<file path="src/config_word_pkg.sv">
package config_word_pkg;

   // Register byte offsets on the APB bus.
   localparam logic [11:0] debug_config_word_off = 12'h000;
   localparam logic [11:0] power_up_config_word_off = 12'h004;
   localparam logic [11:0] watchdog_config_word_off = 12'h008;
   localparam logic [11:0] software_control_off = 12'h00C;
   localparam logic [11:0] decoded_status_off = 12'h010;

   // Debug word fields.
   localparam int debug_channel_lsb = 3;
   localparam int boundary_scan_bit = 2;

   // Power-up word fields.
   localparam int low_power_brownout_bit = 3;
   localparam int retention_regulator_bit = 2;
   localparam int brownout_policy_lsb = 0;

   // Watchdog word fields.
   localparam int watchdog_enable_bit = 15;
   localparam int run_clock_lsb = 13;
   localparam int run_postscale_lsb = 8;
   localparam int window_disable_bit = 7;
   localparam int window_size_lsb = 5;
   localparam int sleep_postscale_lsb = 0;

   // Software control register fields.
   localparam int sw_brownout_bit = 0;
   localparam int sw_retention_bit = 1;

   // Largest postscale exponent; codes above saturate here.
   localparam logic [4:0] postscale_max = 5'h14;

   // Erased word value used when no programmed word is present.
   localparam logic [31:0] erased_word = 32'hFFFFFFFF;

   typedef enum logic [1:0] {
      pin_pair_none = 2'b00,
      pin_pair_three = 2'b01,
      pin_pair_two = 2'b10,
      pin_pair_one = 2'b11
   } debug_channel_t;

   typedef enum logic [1:0] {
      brownout_off = 2'b00,
      brownout_software = 2'b01,
      brownout_active_only = 2'b10,
      brownout_always = 2'b11
   } brownout_policy_t;

   typedef enum logic [1:0] {
      wdt_clk_system = 2'b00,
      wdt_clk_reserved = 2'b01,
      wdt_clk_fast_rc = 2'b10,
      wdt_clk_low_power_rc = 2'b11
   } wdt_clock_t;

   // Window size encodings: 11=25%, 10=37.5%, 01=50%, 00=75%.
   localparam logic [1:0] window_25 = 2'b11;
   localparam logic [1:0] window_37p5 = 2'b10;
   localparam logic [1:0] window_50 = 2'b01;
   localparam logic [1:0] window_75 = 2'b00;

   typedef enum logic [1:0] {
      load_idle = 2'b00,
      load_capture = 2'b01,
      load_done = 2'b10
   } load_state_t;

endpackage : config_word_pkg
</file>
<file path="src/config_word_decoder.sv">
// Overview of operation
// - Debug channel code 11/10/01 selects pin pair one/two/three; 00 leaves none.
// - Debug word bit 2 set enables boundary-scan port, clear disables it.
// - Low-power brown-out detector runs when enabled and main brown-out reset is off.
// - Retention regulator bit set disables regulator; clear lets sleep control drive it.
// - Policy 11 keeps brown-out reset always on, software bit ignored.
// - Policy 10 enables brown-out reset only while active, off in sleep.
// - Policy 01 lets software brown-out control bit alone decide.
// - Policy 00 turns brown-out reset off, software bit ignored.
// - Run clock code 11 low-power RC, 10 fast RC, 00 system clock.
// - Low-power RC run source equals the source always used in sleep.
// - Run postscale divides by two to the code, 1:1 up to 1:1048576.
// - Postscale codes 10100 to 11111 saturate at 1:1048576, run and sleep.
// - Watchdog word bit 7 set disables windowed mode, clear enables it.
// - Window size code 11/10/01/00 gives 25/37.5/50/75 percent.
// - Sleep postscale field bits 4..0 uses the same power-of-two encoding.
//
// The implementer's own choices: the register addresses and register access over APB.
module config_word_decoder
   import config_word_pkg::*;
(
   input wire logic clk_sys,
   input wire logic rst,
   input wire logic [31:0] nv_debug_word,
   input wire logic [31:0] nv_power_up_word,
   input wire logic [31:0] nv_watchdog_word,
   input wire logic sleep_active,
   input wire logic psel,
   input wire logic penable,
   input wire logic pwrite,
   input wire logic [11:0] paddr,
   input wire logic [31:0] pwdata,
   output logic [31:0] prdata,
   output logic pready,
   output logic pslverr,
   output logic config_valid,
   output logic debug_pin_pair_one,
   output logic debug_pin_pair_two,
   output logic debug_pin_pair_three,
   output logic boundary_scan_enable,
   output logic brownout_reset,
   output logic low_power_brownout_enable,
   output logic retention_regulator_on,
   output logic watchdog_enable,
   output logic [1:0] watchdog_run_clock_select,
   output logic [4:0] watchdog_run_postscale,
   output logic [4:0] watchdog_sleep_postscale,
   output logic window_mode_enable,
   output logic [1:0] watchdog_window_size
);

   typedef struct packed {
      load_state_t state;
      logic [31:0] debug_word;
      logic [31:0] power_word;
      logic [31:0] wdt_word;
      logic software_brownout_control;
      logic retention_sleep_control;
      logic [31:0] rdata;
      logic ready;
      logic slverr;
      logic valid;
      logic pair_one;
      logic pair_two;
      logic pair_three;
      logic scan_en;
      logic bor;
      logic lp_bor;
      logic ret_on;
      logic wdt_en;
      logic [1:0] run_clk;
      logic [4:0] run_ps;
      logic [4:0] sleep_ps;
      logic win_en;
      logic [1:0] win_size;
   } state_t;

   state_t state_reg;
   state_t state_next;

   // Codes beyond the largest ratio all mean that ratio, so they are clamped here
   // rather than handed on for the watchdog to interpret.
   function automatic logic [4:0] saturate_postscale(input logic [4:0] code);
      if (code > postscale_max) begin
         return postscale_max;
      end
      return code;
   endfunction : saturate_postscale

   // Turns the channel code into one routing flag per pin pair, ordered one, two, three.
   // Code 00 leaves the debugger unconnected, so all three flags stay low.
   function automatic logic [2:0] route_debug_pairs(input logic [1:0] code);
      logic [2:0] pairs;
      pairs = 3'h0;
      case (code)
         pin_pair_one: begin
            pairs = 3'h4;
         end
         pin_pair_two: begin
            pairs = 3'h2;
         end
         pin_pair_three: begin
            pairs = 3'h1;
         end
         default: begin
            pairs = 3'h0;
         end
      endcase
      return pairs;
   endfunction : route_debug_pairs

   // Main brown-out reset for the captured policy. Only policy 01 listens to software;
   // the other three ignore the software bit, so a stale write cannot weaken them.
   function automatic logic brownout_from_policy(
      input logic [1:0] policy,
      input logic asleep,
      input logic sw_request
   );
      logic active;
      active = 1'b0;
      case (policy)
         brownout_always: begin
            active = 1'b1;
         end
         brownout_active_only: begin
            active = !asleep;
         end
         brownout_software: begin
            active = sw_request;
         end
         default: begin
            active = 1'b0;
         end
      endcase
      return active;
   endfunction : brownout_from_policy

   // The low-power detector only covers the gap left when the main detector is off.
   function automatic logic low_power_brownout_on(
      input logic lp_enable,
      input logic main_on
   );
      return lp_enable && !main_on;
   endfunction : low_power_brownout_on

   // Setting the regulator bit keeps the retention regulator off whatever software asks.
   function automatic logic retention_on(
      input logic regulator_off,
      input logic sleep_request,
      input logic asleep
   );
      return !regulator_off && sleep_request && asleep;
   endfunction : retention_on

   // The word holds a disable bit while the output is an enable.
   function automatic logic window_enabled(input logic disable_bit);
      return !disable_bit;
   endfunction : window_enabled

   // Status word: decoded settings as software sees them, bit 0 telling whether they are live.
   function automatic logic [31:0] pack_status(input state_t s);
      logic [31:0] word;
      word = {18'h00000,
         s.bor,
         s.lp_bor,
         s.ret_on,
         s.wdt_en,
         s.run_clk,
         s.win_en,
         s.win_size,
         s.scan_en,
         s.pair_one,
         s.pair_two,
         s.pair_three,
         s.valid};
      return word;
   endfunction : pack_status

   // Only the two software bits exist at this offset; the rest reads as zero.
   function automatic logic [31:0] pack_software_control(input state_t s);
      logic [31:0] word;
      word = 32'h00000000;
      word[sw_brownout_bit] = s.software_brownout_control;
      word[sw_retention_bit] = s.retention_sleep_control;
      return word;
   endfunction : pack_software_control

   // Reset leaves the words erased and every decoded output inert until the capture runs.
   function automatic state_t reset_state();
      state_t s;
      s = '0;
      s.state = load_idle;
      s.debug_word = erased_word;
      s.power_word = erased_word;
      s.wdt_word = erased_word;
      s.software_brownout_control = 1'b0;
      s.retention_sleep_control = 1'b0;
      s.rdata = 32'h00000000;
      s.ready = 1'b0;
      s.slverr = 1'b0;
      s.valid = 1'b0;
      s.pair_one = 1'b0;
      s.pair_two = 1'b0;
      s.pair_three = 1'b0;
      s.scan_en = 1'b0;
      s.bor = 1'b0;
      s.lp_bor = 1'b0;
      s.ret_on = 1'b0;
      s.wdt_en = 1'b0;
      s.run_clk = 2'h0;
      s.run_ps = 5'h00;
      s.sleep_ps = 5'h00;
      s.win_en = 1'b0;
      s.win_size = 2'h0;
      return s;
   endfunction : reset_state

   always_comb begin
      logic [1:0] channel;
      logic [1:0] policy;
      logic main_bor;
      channel = 2'b00;
      policy = 2'b00;
      main_bor = 1'b0;
      state_next = state_reg;
      state_next.ready = 1'b0;
      state_next.slverr = 1'b0;

      // Words are sampled once after reset; nothing else ever loads them.
      // The idle cycle gives the nonvolatile read path one settled cycle before capture.
      case (state_reg.state)
         load_idle: begin
            state_next.state = load_capture;
         end
         load_capture: begin
            state_next.debug_word = nv_debug_word;
            state_next.power_word = nv_power_up_word;
            state_next.wdt_word = nv_watchdog_word;
            state_next.state = load_done;
         end
         load_done: begin
            state_next.valid = 1'b1;
         end
         default: begin
            state_next.state = load_idle;
         end
      endcase

      // APB slave: one wait state, so pready rises in the second access cycle.
      // Register map: 000 debug word, 004 power-up word, 008 watchdog word, all read-only;
      // 00C software control, read-write; 010 decoded status, read-only.
      // A write to a read-only word is refused with pslverr and leaves the word alone,
      // because the words belong to the external programmer, not to software.
      if (psel && penable && !state_reg.ready) begin
         state_next.ready = 1'b1;
         state_next.rdata = 32'h00000000;
         case (paddr)
            debug_config_word_off: begin
               state_next.rdata = state_reg.debug_word;
               state_next.slverr = pwrite;
            end
            power_up_config_word_off: begin
               state_next.rdata = state_reg.power_word;
               state_next.slverr = pwrite;
            end
            watchdog_config_word_off: begin
               state_next.rdata = state_reg.wdt_word;
               state_next.slverr = pwrite;
            end
            software_control_off: begin
               if (pwrite) begin
                  state_next.software_brownout_control = pwdata[sw_brownout_bit];
                  state_next.retention_sleep_control = pwdata[sw_retention_bit];
               end
               state_next.rdata = pack_software_control(state_reg);
            end
            decoded_status_off: begin
               state_next.rdata = pack_status(state_reg);
               state_next.slverr = pwrite;
            end
            default: begin
               state_next.slverr = 1'b1;
            end
         endcase
      end

      // Decoded outputs follow the captured words, sleep_active and the software bits; they stay inert until loaded.
      channel = state_reg.debug_word[debug_channel_lsb +: 2];
      policy = state_reg.power_word[brownout_policy_lsb +: 2];
      // Decoding starts in the cycle before config_valid rises and its results register on the same edge
      // as the flag, so the flag never announces settings that still hold their reset values.
      if (state_reg.state == load_done) begin
         {state_next.pair_one, state_next.pair_two, state_next.pair_three} =
            route_debug_pairs(channel);
         state_next.scan_en = state_reg.debug_word[boundary_scan_bit];
         main_bor = brownout_from_policy(policy, sleep_active,
            state_reg.software_brownout_control);
         state_next.bor = main_bor;
         state_next.lp_bor = low_power_brownout_on(
            state_reg.power_word[low_power_brownout_bit], main_bor);
         state_next.ret_on = retention_on(state_reg.power_word[retention_regulator_bit],
            state_reg.retention_sleep_control, sleep_active);
         state_next.wdt_en = state_reg.wdt_word[watchdog_enable_bit];
         // Code 11 is the same low-power RC used in sleep; reserved 01 passes through.
         state_next.run_clk = state_reg.wdt_word[run_clock_lsb +: 2];
         state_next.run_ps = saturate_postscale(
            state_reg.wdt_word[run_postscale_lsb +: 5]);
         state_next.sleep_ps = saturate_postscale(
            state_reg.wdt_word[sleep_postscale_lsb +: 5]);
         state_next.win_en = window_enabled(state_reg.wdt_word[window_disable_bit]);
         state_next.win_size = state_reg.wdt_word[window_size_lsb +: 2];
      end
   end

   always_ff @(posedge clk_sys) begin
      if (rst) begin
         state_reg <= reset_state();
      end else begin
         state_reg <= state_next;
      end
   end

   assign prdata = state_reg.rdata;
   assign pready = state_reg.ready;
   assign pslverr = state_reg.slverr;
   assign config_valid = state_reg.valid;
   assign debug_pin_pair_one = state_reg.pair_one;
   assign debug_pin_pair_two = state_reg.pair_two;
   assign debug_pin_pair_three = state_reg.pair_three;
   assign boundary_scan_enable = state_reg.scan_en;
   assign brownout_reset = state_reg.bor;
   assign low_power_brownout_enable = state_reg.lp_bor;
   assign retention_regulator_on = state_reg.ret_on;
   assign watchdog_enable = state_reg.wdt_en;
   assign watchdog_run_clock_select = state_reg.run_clk;
   assign watchdog_run_postscale = state_reg.run_ps;
   assign watchdog_sleep_postscale = state_reg.sleep_ps;
   assign window_mode_enable = state_reg.win_en;
   assign watchdog_window_size = state_reg.win_size;

endmodule : config_word_decoder

</file>
<file path="config.mk">
export PLATFORM = sky130hd
export DESIGN_NAME = config_word_decoder
export DESIGN_NICKNAME = d
export VERILOG_FILES = /design/src/config_word_pkg.sv /design/src/config_word_decoder.sv
export SDC_FILE = /design/constraint.sdc
export NUM_CORES = 1
export LEC_CHECK = 0
export BUFFER_PORTS_ARGS = -buffer_cell sky130_fd_sc_hd__buf_2
export CORE_AREA = 2 2 139 141
export DETAILED_ROUTE_END_ITERATION = 7
export DIE_AREA = 0 0 141 143
export PLACE_DENSITY = 0.58
export RECOVER_POWER = 100
export SLEW_MARGIN = 10
export SYNTH_ARGS = -nofsm -noshare
export SYNTH_HDL_FRONTEND = slang
export SYNTH_SLANG_ARGS = --single-unit
</file>
<file path="constraint.sdc">
create_clock -name clk_sys -period 2 [get_ports clk_sys]
set_input_delay 0.1 -clock clk_sys [delete_from_list [all_inputs] [get_ports clk_sys]]
set_output_delay 0.1 -clock clk_sys [all_outputs]
set_load 0.05 [all_outputs]
</file>
# --- Word level (Yosys, flattened, before mapping) ---
# Index checks and enable logic that the tools add are counted.
word_totals:
  regBits: 158
  latch_bits: 0
  ramBits: 0
  romBits: 0
  output_inout_bits: 58
  mem_count: 0
op_classes:
  n_addsub: 0
  mul: 0
  n_div: 0
  magnitude_cmp: 2
  eq_ne: 12
  shift: 0
  mux: 15
  bitwise_logic: 1
  n_reduce_logical: 15
ops:
  columns: ["cell", "count"]
  rows:
  - ["$pmux 32 s5", 1]
  - ["$eq 12x4->1 const B", 2]
  - ["$mux 5", 4]
  - ["$eq 12x3->1 const B", 1]
  - ["$eq 12x5->1 const B", 1]
  - ["$logic_not 12->1", 1]
  - ["$eq 2x2->1 const B", 5]
  - ["$gt 5x5->1 const B", 2]
  - ["$pmux 3 s3", 1]
  - ["$eq 2x1->1 const B", 3]
  - ["$pmux 2 s3", 1]
  - ["$logic_and 1x1->1", 5]
  - ["$logic_not 1->1", 5]
  - ["$mux 1", 5]
  - ["$reduce_or 4->1", 1]
  - ["$pmux 1 s3", 1]
  - ["$reduce_and 3->1", 1]
  - ["$logic_not 2->1", 1]
  - ["$mux 2", 1]
  - ["$pmux 1 s2", 1]
  - ["$reduce_or 2->1", 1]
  - ["$not 1->1", 1]

# --- Logic depth before layout (Yosys ltp) ---
# Gate-level depths: netlist (run 1).
logic_depth:
  word_depth: 5
  mapped_depth: 7
  depth_no_buf: 4

# --- Worst setup path after synthesis (run 1) ---
# No wires, ideal clock.
synth_timing:
  kind: "reg2reg"
  startpoint: "register state_reg, in the netlist pready"
  endpoint: "register state_reg, in the netlist prdata[10]"
  setup_ns: 0.078
  arrival_ns: 1.740
  required_time_ns: 1.922
  slack_ns: 0.182
  stages_incl_launch_ff: 6
  n_path_buf: 1
  synth_period_minus_slack_ns: 1.818
  cell_sequence: "dfxtp_1 -> and3b_1 -> nor2_1 -> clkbuf_1 -> a22oi_1 -> a32oi_1"
synth_via:
  elab_chain_len: 2
synth_rtl:
  columns: ["item", "line", "source"]
  rows:
  - ["from (decl)", "config_word_decoder.sv:78", "state_t state_reg;"]
  - ["from (signal assigned)", "config_word_decoder.sv:317", "state_reg <= reset_state();"]
  - ["from (signal assigned)", "config_word_decoder.sv:319", "state_reg <= state_next;"]
  - ["$logic_not 1->1", "config_word_decoder.sv:254", "if (psel && penable && !state_reg.ready) begin"]
  - ["$logic_and 1x1->1", "config_word_decoder.sv:254", null]
# Every way passes these cells.
# A chain may end at the register's enable or synchronous reset.

# --- Worst setup path after layout (run 1) ---
layout_timing:
  startpoint: "register state_reg, in the netlist pready"
  endpoint: "register state_reg[58] in the netlist's numbering"
layout_via:
  elab_chain_len: 3
layout_rtl:
  columns: ["item", "line"]
  rows:
  - ["$logic_not 1->1", "config_word_decoder.sv:254"]
  - ["$logic_and 1x1->1", "config_word_decoder.sv:254"]
  - ["$reduce_and 3->1 (no line)", null]
# Every way passes these cells.

==> metrics.md, run 1 <==
| Metric | Value |
|---|---|
| Ranking of synthesized cells by area | `dfxtp_1 (46%), nand2_1 (14%), nand3b_1 (11%), buf_4 (5.3%), a22oi_1 (3.0%)` |
| Clock Path Buffers | `2` |
| Clk pin slew, worst setup/hold paths | `0.07 ns` |
| Crit end category | `flip-flop` |
| Width of the die | `141 um` |
| Sw Share | `0.292` |
| Number of global-route vias before repair | `6198` |
| Setup violators final | `0` |
| Leakage | `0.00383 uW` |
| Input/output buffers | `173` |
| Mapped Cells | `825` |
| Clk network pwr share | `0.402` |
| Nets | `1175` |
| First-pass GRT wire length | `32200 um` |
| DR iter-0 viols | `349` |
| Core area | `18600 sq um` |
| CP max FO | `21` |
| Fin area | `9200 sq um` |
| Share of layout cells above drive strength 1 | `0.168` |
| Count of warnings emitted by yosys | `0` |
| Net Switching | `2430 uW` |
| HPWL after DPL | `12800 um` |
| Fin Clk Skew | `0.0116 ns` |
| Flop pwr share | `0.433` |
| Fillers | `1814` |
| Internal power | `5910 uW` |
| Async SR Flop Fraction | `0` |
| First drt pass iteration count | `4` |
| Root Driver | `clkbuf_16` |
| Final-report hold violation count | `0` |
| Initial antenna violation count | `1` |
| Arr. time, crit path | `2.00 ns` |
| Number of synthesized flops with an enable pin | `0` |
| Critical Path, Cell by Cell | `nand3b_1, nor4_1, buf_12, nand3_1, a21oi_1` |
| Register area share after synthesis | `0.455` |
| Yosys top cell area share | `0.455` |
| # resized after CTS | `0` |
| GRT Util Overall | `0.202` |
| Most frequent cells in the layout | `nand2_1 (259), dfxtp_1 (158), buf_2 (114)` |
| GPL Wtd Cong | `0.776` |
| Worst-margin pin slew | `0.707 ns` |
| Largest net degree at the start of global routing | `83` |
| Slowest CP cell | `nor4_1` |
| Synthesized flop and latch total | `158` |
| H-tree depth | `4` |
| Unrepaired setup endpoints after global routing | `no` |
| Min-Delay Path Class | `in2reg` |
| Worst VDD drop | `0.598 mV` |
| Max frequency | `613 MHz` |
| Die height | `143 um` |
| I/O pin total | `204` |
| Mapped Nets | `971` |
| Outcome | `finished, final reports clean` |
| Count of pins over their slew limit | `0` |
| Headroom to the max-slew limit | `0.529` |
| Power Total | `8340 uW` |
| Synth area leader | `dfxtp_1` |
| Crit path launch type | `flip-flop` |
| Placed inst area | `7710 sq um` |
| Total number of vias | `6319` |
| Synthesized area | `6950 sq um` |
| CP required | `2.37 ns` |
| Total negative setup slack | `0 ns` |
| Via density | `4.95` |
| FF-to-FF path depth | `5` |
| Synth unique cells | `39` |
| Mapped Avg Cell Area | `8.42 sq um` |
| Most common cell after layout, fill and taps aside | `nand2_1` |
| Hold path cells | `2` |
| Residual DRC | `0` |
| WL final | `20200 um` |
| Aggregate global routing overflow | `0` |
| Die Area | `20200 sq um` |
| Post-synth top flop | `dfxtp_1` |
| ANT nets after route | `0` |
| Largest register FFs | `100` |
| Min Tclk post-route | `1.63 ns` |
| Clk_lat worst skew | `0.44 ns` |
| CTS tree | `yes` |
| Fin crit share | `0.816` |
| # Post-CTS Setup Buffers | `0` |
| Comb pwr share | `0.165` |
| P&R area growth vs syn | `32.5%` |
| Crit-path max cell delay | `0.53 ns` |
| Class of the most critical setup path | `reg2reg` |
| Max Cap Violations | `0` |
| Num CTS Buffers | `17` |
| Average wire per standard cell | `15.8 um` |
| Initial cell density of the core | `0.374` |
| Row count | `50` |
| Clock Sink Count | `158` |
| PD cells | `907 nW/um^2` |
[per-layer routing]
layer | global-route usage | part of all wire | vias to the layer above
li1 | - | - | 3179
met1 | 0.264 | 0.47 | 2951
met2 | 0.326 | 0.46 | 163
met3 | 0.0516 | 0.051 | 26
met4 | 0.0695 | 0.018 | 0
met5 | 0 | 0 | -
[worst paths after layout]
path | startpoint | endpoint | slack (ns)
worst max-delay path | pready$_SDFF_PP0_ | state_reg[58]$_SDFFE_PP0P_ | 0.37
worst min-delay path | rst | config_valid$_SDFFE_PP0N_ | 0.04
worst max register to register | pready$_SDFF_PP0_ | state_reg[58]$_SDFFE_PP0P_ | 0.37
worst min register to register | watchdog_run_postscale[1]$_SDFFE_PP0N_ | watchdog_run_postscale[1]$_SDFFE_PP0N_ | 0.45
[Yosys cell counts, types with 3 or more instances]
cell	instances
a211oi_1	5
a21oi_1	21
a22o_1	12
a22oi_1	28
a32oi_1	12
and3_1	3
buf_1	5
buf_2	7
buf_4	49
buf_6	4
clkbuf_1	44
dfxtp_1	158
mux2i_1	18
nand2_1	259
nand3_1	9
nand3b_1	101
nor2_1	28
nor2b_1	7
nor3_1	5
o21ai_0	5
o2bb2ai_1	18
[power by group through the flow]
stage	Sequential (uW)	Clock, uW	Combinational [uW]
after global routing	3650	3550	1540
after CTS	3610	3420	1400
after detailed placement	3680	0	1240
final	3610	3350	1380
after floorplan	3670	0	844
after global placement	3680	0	1230
[critical path, delay by kind of cell, from the launching register on]
family / cells / cell delay [ns]
simple gates: 3 / 0.87
compound gates: 1 / 0.14
buf+inv: 1 / 0.24
flops: 1 / 0.32
[final cells by class]
class / count / area [sq um] / area share
flip-flops and latches: 158 / 3160 / 0.344
repair buffers: 294 / 1990 / 0.216
diodes: 1 / 2.50 / 0.000272
clock buffers: 17 / 425 / 0.0462
multi-input cells: 558 / 3150 / 0.343
well taps: 234 / 293 / 0.0318
clock inverters: 15 / 176 / 0.0192
[through the flow]
step                 util  setup slack, ns  std cells  hold WS, ns
CTS                 0.501            0.423       1276       0.0186
global placement    0.415            0.318       1145        0.306
floorplan               -            0.182        825        0.196
detailed placement  0.415            0.310       1145        0.311
global route        0.495            0.214       1277       0.0563
finish              0.495            0.368       1277       0.0355
[repair_timing]
| action | in CTS | in global routing |
|---|---|---|
| hold buffers | 99 | 0 |
| endpoints found under the setup margin | 0 | 0 |
| endpoints found under the hold margin | 99 | 0 |
[cell families after synthesis]
kind of cell    after synthesis  synth area share
mux                          20            0.0292
simple gates                425             0.304
flops                       158             0.455
buf+inv                     109            0.0910
compound gates              113             0.120
Power figures use the tool's default switching activity.
==> inputs of run 2 (changes only) <==
--- a/config.mk
+++ b/config.mk
@@ -5,6 +5,7 @@
 export SDC_FILE = /design/constraint.sdc
 export NUM_CORES = 1
 export LEC_CHECK = 0
+export ABC_AREA = 1
 export BUFFER_PORTS_ARGS = -buffer_cell sky130_fd_sc_hd__buf_2
 export CORE_AREA = 2 2 139 141
 export DETAILED_ROUTE_END_ITERATION = 7
==> constraint.sdc (replaced) <==
create_clock -name clk_sys -period 1.6 [get_ports clk_sys]
set_input_delay 0.08 -clock clk_sys [delete_from_list [all_inputs] [get_ports clk_sys]]
set_output_delay 0.08 -clock clk_sys [all_outputs]
set_load 0.05 [all_outputs]
==> metrics.md, run 2 <==
| Metric | Value |
|---|---|
| Outcome | `finished, final reports clean` |
| Min-Delay Path Class | `in2reg` |
| Unrepaired setup endpoints after global routing | `no` |
| # resized after CTS | `0 (unchanged)` |
| Synthesized area | `6970 sq um (+0.38%)` |
| Leakage | `0.00414 uW (+8.1%)` |
| Placed inst area | `7770 sq um (+0.76%)` |
| Total number of vias | `6781 (+7.3%)` |
| GRT Util Overall | `0.212 (+0.0104)` |
| Final-report hold violation count | `0 (unchanged)` |
| Crit path launch type | `flip-flop` |
| Min Tclk post-route | `1.43 ns` |
| Average wire per standard cell | `15.5 um (-2.1%)` |
| Fillers | `1853 (+2.1%)` |
| Fin crit share | `0.893` |
| Core area | `18600 sq um (unchanged)` |
| HPWL after DPL | `13300 um (+3.9%)` |
| Max frequency | `700 MHz` |
| Synth area leader | `dfxtp_1` |
| Clock Sink Count | `158 (unchanged)` |
| GPL Wtd Cong | `0.815 (+5.0%)` |
| Synth unique cells | `31 (-21%)` |
| Aggregate global routing overflow | `0 (unchanged)` |
| CP required | `1.52 ns (-0.85 ns)` |
| Fin area | `9370 sq um (+1.8%)` |
| Largest register FFs | `100 (unchanged)` |
| Row count | `50 (unchanged)` |
| Commonest cells in the netlist | `nand2_1 (274), nand3_1 (172), dfxtp_1 (158)` |
| Crit-path max cell delay | `0.52 ns (about the same)` |
| Residual DRC | `0 (unchanged)` |
| Multi-input gate area | `3030 sq um (-3.9%)` |
| Clk pin slew, worst setup/hold paths | `0.06 ns (about the same)` |
| Root Driver | `clkbuf_16` |
| Die Area | `20200 sq um (unchanged)` |
| Initial antenna violation count | `0 (-1)` |
| First-pass GRT wire length | `33500 um (+4.1%)` |
| Via density | `4.91 (-0.77%)` |
| Worst-margin pin slew | `0.750 ns (+0.0434 ns)` |
| Async SR Flop Fraction | `0 (unchanged)` |
| Post-synth top flop | `dfxtp_1` |
| Mapped Avg Cell Area | `7.50 sq um (-11%)` |
| H-tree depth | `4 (unchanged)` |
| Crit end category | `output pin` |
| PD cells | `1160 nW/um^2 (+28%)` |
| Register area share after synthesis | `0.454 (-0.00172)` |
| Number of synthesized flops with an enable pin | `0 (unchanged)` |
| P&R area growth vs syn | `34.3%` |
| Total negative setup slack | `0 ns (unchanged)` |
| Nets | `1279 (+8.9%)` |
| Clk_lat worst skew | `0.42 ns (-0.02 ns)` |
| Ranking of synthesized cells by area | `dfxtp_1 (45%), nand2_1 (15%), nand3_1 (12%), buf_4 (5.3%), a21oi_1 (2.6%)` |
| WL final | `21400 um (+5.9%)` |
| CP bufs+invs | `1 (unchanged)` |
| CTS tree | `yes` |
| Synthesized flop and latch total | `158 (unchanged)` |
| Initial cell density of the core | `0.375 (+0.00141)` |
| CP max FO | `3 (-86%)` |
| Clock Path Buffers | `2 (unchanged)` |
| DR iter-0 viols | `401 (+15%)` |
| Top delay family on crit path | `buffers and inverters` |
| Headroom to the max-slew limit | `0.502 (-0.0268)` |
| # Post-CTS Setup Buffers | `0 (unchanged)` |
| Pre-CTS setup slack | `0.220 ns (-0.0892 ns)` |
| Count of pins over their slew limit | `0 (unchanged)` |
| Most common cell after layout, fill and taps aside | `nand2_1` |
| First drt pass iteration count | `5 (+1)` |
| Width of the die | `141 um (unchanged)` |
| Register area | `3160 sq um (unchanged)` |
| Input/output buffers | `173 (unchanged)` |
| Arr. time, crit path | `1.35 ns (-0.65 ns)` |
| Hold_buf cts | `100 (+1.0%)` |
| Critical Path, Cell by Cell | `clkbuf_1` |
| Number of global-route vias before repair | `6292 (+1.5%)` |
| Yosys top cell area share | `0.454 (-0.00172)` |
| Setup violators final | `0 (unchanged)` |
| Power Total | `10800 uW (+30%)` |
| Largest net degree at the start of global routing | `72 (-13%)` |
| Mapped Cells | `929 (+13%)` |
| Max Cap Violations | `0 (unchanged)` |
| Worst hold slack | `0.161 ns (+0.125 ns)` |
| Count of warnings emitted by yosys | `0 (unchanged)` |
| PnR worst setup slack | `0.171 ns (-0.197 ns)` |
| Share of layout cells above drive strength 1 | `0.201 (+0.0328)` |
| Most frequent cells in the layout | `nand2_1 (274), nand3_1 (172), dfxtp_1 (158)` |
| Class of the most critical setup path | `reg2out` |
| Most common cell in the netlist | `nand2_1` |
| Slowest CP cell | `clkbuf_1` |
| ANT nets after route | `0 (unchanged)` |
| Die height | `143 um (unchanged)` |
| Fin Clk Skew | `0.0101 ns (-0.00148 ns)` |
| Num CTS Buffers | `17 (unchanged)` |
| I/O pin total | `204 (unchanged)` |
| Mapped Nets | `1075 (+11%)` |
| Worst VDD drop | `0.787 mV (+32%)` |
run 2: worst paths after layout:
check / start / end / slack (ns) / cells after the start
worst max-delay path: retention_regulator_on$_SDFFE_PP0N_ / retention_regulator_on / 0.17 / 1
worst min-delay path: rst / watchdog_run_postscale[3]$_SDFFE_PP0N_ / 0.16 / 3
worst max register to register: state_reg[156]$_SDFFE_PP0P_ / state_reg[91]$_SDFFE_PP1N_ / 0.27 / 6
worst min register to register: state_reg[156]$_SDFFE_PP0P_ / state_reg[156]$_SDFFE_PP0P_ / 0.43 / 1
run 2: routing by layer:
layer  global-route usage  routed length [um]  vias to the layer above
li1                     -                   -                     3433
met4               0.0663                 322                        0
met2                0.334                9930                      210
met1                0.292                9890                     3115
met3               0.0446                1250                       23
met5                    0                   0                        -
run 2: report_power, final:
part           leakage, uW  total [uW]  internal (uW)  switching (uW)
logic              0.00251        1600            605             996
registers          0.00130        4530           4300             234
clock network     0.000331        4710           3020            1690
total              0.00414       10800           7920            2920
run 2: logic make-up after synthesis:
family | Yosys count | synth area share
and+or+nand+nor | 547 | 0.359
DFF | 158 | 0.454
buffers and inverters | 135 | 0.113
AOI/OAI and AO/OA | 89 | 0.0743
run 2: area by class of cell:
class                      count  area share
sequential                   158       0.338
multi-input combinational    636       0.323
timing repair buffer         294       0.223
clock buffer                  19      0.0484
tap                          234      0.0313
clock inverter                13      0.0250
inverter                      26      0.0106
antenna                        1    0.000267
run 2: per-stage QoR:
step	instances	util
2_1_floorplan	929	-
3_3_place_gp	1248	0.418
3_5_place_dp	1248	0.418
4_1_cts	1380	0.509
5_1_grt	1380	0.504
6_report	1381	0.504
==> inputs of run 3 (changes only) <==
--- a/config.mk
+++ b/config.mk
@@ -6,11 +6,11 @@
 export NUM_CORES = 1
 export LEC_CHECK = 0
 export ABC_AREA = 1
-export BUFFER_PORTS_ARGS = -buffer_cell sky130_fd_sc_hd__buf_2
 export CORE_AREA = 2 2 139 141
 export DETAILED_ROUTE_END_ITERATION = 7
 export DIE_AREA = 0 0 141 143
-export PLACE_DENSITY = 0.58
+export DONT_BUFFER_PORTS = 1
+export PLACE_DENSITY = 0.49
 export RECOVER_POWER = 100
 export SLEW_MARGIN = 10
 export SYNTH_ARGS = -nofsm -noshare
==> metrics.md, run 3 (synthesis results as in run 2) <==
| Metric | Value |
|---|---|
| WL final | `20600 um (-3.8%)` |
| Worst VDD drop | `0.757 mV (-3.7%)` |
| Crit-path max cell delay | `0.36 ns (-0.16 ns)` |
| Input/output buffers | `0 (-100%)` |
| Placed inst area | `7270 sq um (-6.5%)` |
| CP max FO | `87 (+84)` |
| Clk_lat worst skew | `0.42 ns (about the same)` |
| Most frequent cells in the layout | `nand2_1 (274), nand3_1 (172), dfxtp_1 (158)` |
| Crit path launch type | `flip-flop` |
| Aggregate global routing overflow | `0 (unchanged)` |
| Power Total | `10400 uW (-4.2%)` |
| Comb pwr share | `0.141 (-0.007)` |
| Antenna Cells | `0 (-1)` |
| H-tree depth | `4 (unchanged)` |
| R2R Setup Slk | `0.15 ns (-0.12 ns)` |
| Row count | `50 (unchanged)` |
| Leakage | `0.00367 uW (-11%)` |
| ANT nets after route | `0 (unchanged)` |
| Unrepaired setup endpoints after global routing | `no` |
| Most common cell after layout, fill and taps aside | `nand2_1` |
| Core area | `18600 sq um (unchanged)` |
| Die Area | `20200 sq um (unchanged)` |
| Clk network pwr share | `0.422 (-0.012)` |
| Net Switching | `2800 uW (-3.9%)` |
| Average wire per standard cell | `16.2 um (+4.8%)` |
| Headroom to the max-slew limit | `0.539 (+0.0371)` |
| Clock Path Buffers | `2 (unchanged)` |
| Max frequency | `689 MHz (-1.5%)` |
| Arr. time, crit path | `1.72 ns (+0.37 ns)` |
| Num CTS Buffers | `17 (unchanged)` |
| Fin area | `8720 sq um (-6.9%)` |
| Min Tclk post-route | `1.45 ns (+0.0220 ns)` |
| Count of pins over their slew limit | `0 (unchanged)` |
| CP required | `1.87 ns (+0.35 ns)` |
| Root Driver | `clkbuf_16` |
| CP bufs+invs | `3 (+2)` |
| Critical Path, Cell by Cell | `inv_1, nor2_1, inv_2, buf_12, nand2_1, nand3_1` |
| Share of layout cells above drive strength 1 | `0.106 (-0.0952)` |
| Residual DRC | `0 (unchanged)` |
| Flop pwr share | `0.436 (+0.018)` |
| Fin Clk Skew | `0.00909 ns (-0.00101 ns)` |
| Top delay family on crit path | `simple AND/OR/NAND/NOR gates` |
| Initial cell density of the core | `0.375 (unchanged)` |
| Class of the most critical setup path | `reg2reg` |
| DR iter-0 viols | `366 (-8.7%)` |
| Clk pin slew, worst setup/hold paths | `0.06 ns (about the same)` |
| Max Cap Violations | `0 (unchanged)` |
| Total number of vias | `6252 (-7.8%)` |
| Largest register FFs | `100 (unchanged)` |
| Internal power | `7580 uW (-4.3%)` |
| Clock Sink Count | `158 (unchanged)` |
| Number of global-route vias before repair | `5858 (-6.9%)` |
| Setup violators final | `0 (unchanged)` |
| Sw Share | `0.270 (+0.000887)` |
| Fin crit share | `0.907 (+0.0138)` |
| Initial antenna violation count | `1 (+1)` |
| Fillers | `1942 (+4.8%)` |
| Outcome | `finished, final reports clean` |
| CTS tree | `yes` |
| Slowest CP cell | `nor2_1` |
| GRT Util Overall | `0.204 (-0.00851)` |
| HPWL after DPL | `13200 um (-0.79%)` |
| Largest net degree at the start of global routing | `88 (+22%)` |
| Via density | `4.93 (+0.49%)` |
| Total negative setup slack | `0 ns (unchanged)` |
| Final-report hold violation count | `0 (unchanged)` |
| GPL Wtd Cong | `0.789 (-3.1%)` |
| PD cells | `1190 nW/um^2 (+2.9%)` |
| Nets | `1167 (-8.8%)` |
| First drt pass iteration count | `7 (+2)` |
| Min-Delay Path Class | `in2reg` |
| Worst-margin pin slew | `0.691 ns (-0.0589 ns)` |
| P&R area growth vs syn | `25.1%` |
| Width of the die | `141 um (unchanged)` |
| Crit end category | `flip-flop` |
| I/O pin total | `204 (unchanged)` |
| First-pass GRT wire length | `32000 um (-4.5%)` |
| Die height | `143 um (unchanged)` |
[run 3: area by class of cell]
class                           instances  area, sq um  share of cell area
Sequential cell                       158         3160               0.363
Multi-Input combinational cell        636         3020               0.347
Timing Repair Buffer                  182         1520               0.174
Clock buffer                           21          440              0.0505
Tap cell                              234          293              0.0336
Clock inverter                         10          188              0.0215
Inverter                               26         98.8              0.0113
[run 3: per-stage QoR]
step	hold slack, ns	instances	worst slack [ns]	utilization
after CTS	0.0150	1265	0.0675	0.481
after floorplan	0.206	929	0.105	-
after global routing	0.0657	1267	0.0371	0.469
after detailed placement	0.157	1130	0.240	0.391
final	0.0344	1267	0.149	0.469
after global placement	0.157	1130	0.267	0.391
[run 3: per-layer routing]
metal,GRT usage,vias up,routed length (um)
met5,0,-,0
met4,0.0468,0,189
met3,0.0463,17,1050
met2,0.317,158,9090
met1,0.288,2875,10200
li1,-,3202,-
[run 3: final timing paths]
| check | start | endpoint | depth (start not counted) |
|---|---|---|---|
| worst max-delay path | state_reg[156]$_SDFFE_PP0P_ | state_reg[113]$_SDFFE_PP1N_ | 6 |
| worst min-delay path | pwrite | state_reg[58]$_SDFFE_PP0P_ | 4 |
| worst max register to register | state_reg[156]$_SDFFE_PP0P_ | state_reg[113]$_SDFFE_PP1N_ | 6 |
| worst min register to register | state_reg[156]$_SDFFE_PP0P_ | state_reg[156]$_SDFFE_PP0P_ | 1 |
[run 3: worst min-delay path, delay by kind of cell]
| kind | cells | cell delay [ns] |
|---|---|---|
| AND/OR/NAND/NOR | 3 | 0.18 |
| AO/OA/AOI/OAI | 1 | 0.15 |
[run 3: power by group through the flow]
stage	Combinational, uW	Sequential [uW]	Clock, uW
3_3_place_gp	1290	4620	0
2_1_floorplan	947	4620	0
3_5_place_dp	1300	4620	0
5_1_grt	1630	4570	4650
6_report	1460	4530	4390
4_1_cts	1530	4530	4480
[run 3: timing repair]
item                                    in CTS  in global routing
hold buffers                               104                  0
gates resized for setup                      0                  0
endpoints found under the setup margin       0                  2
setup buffers                                0                  2
hold endpoints to repair                   140                  0
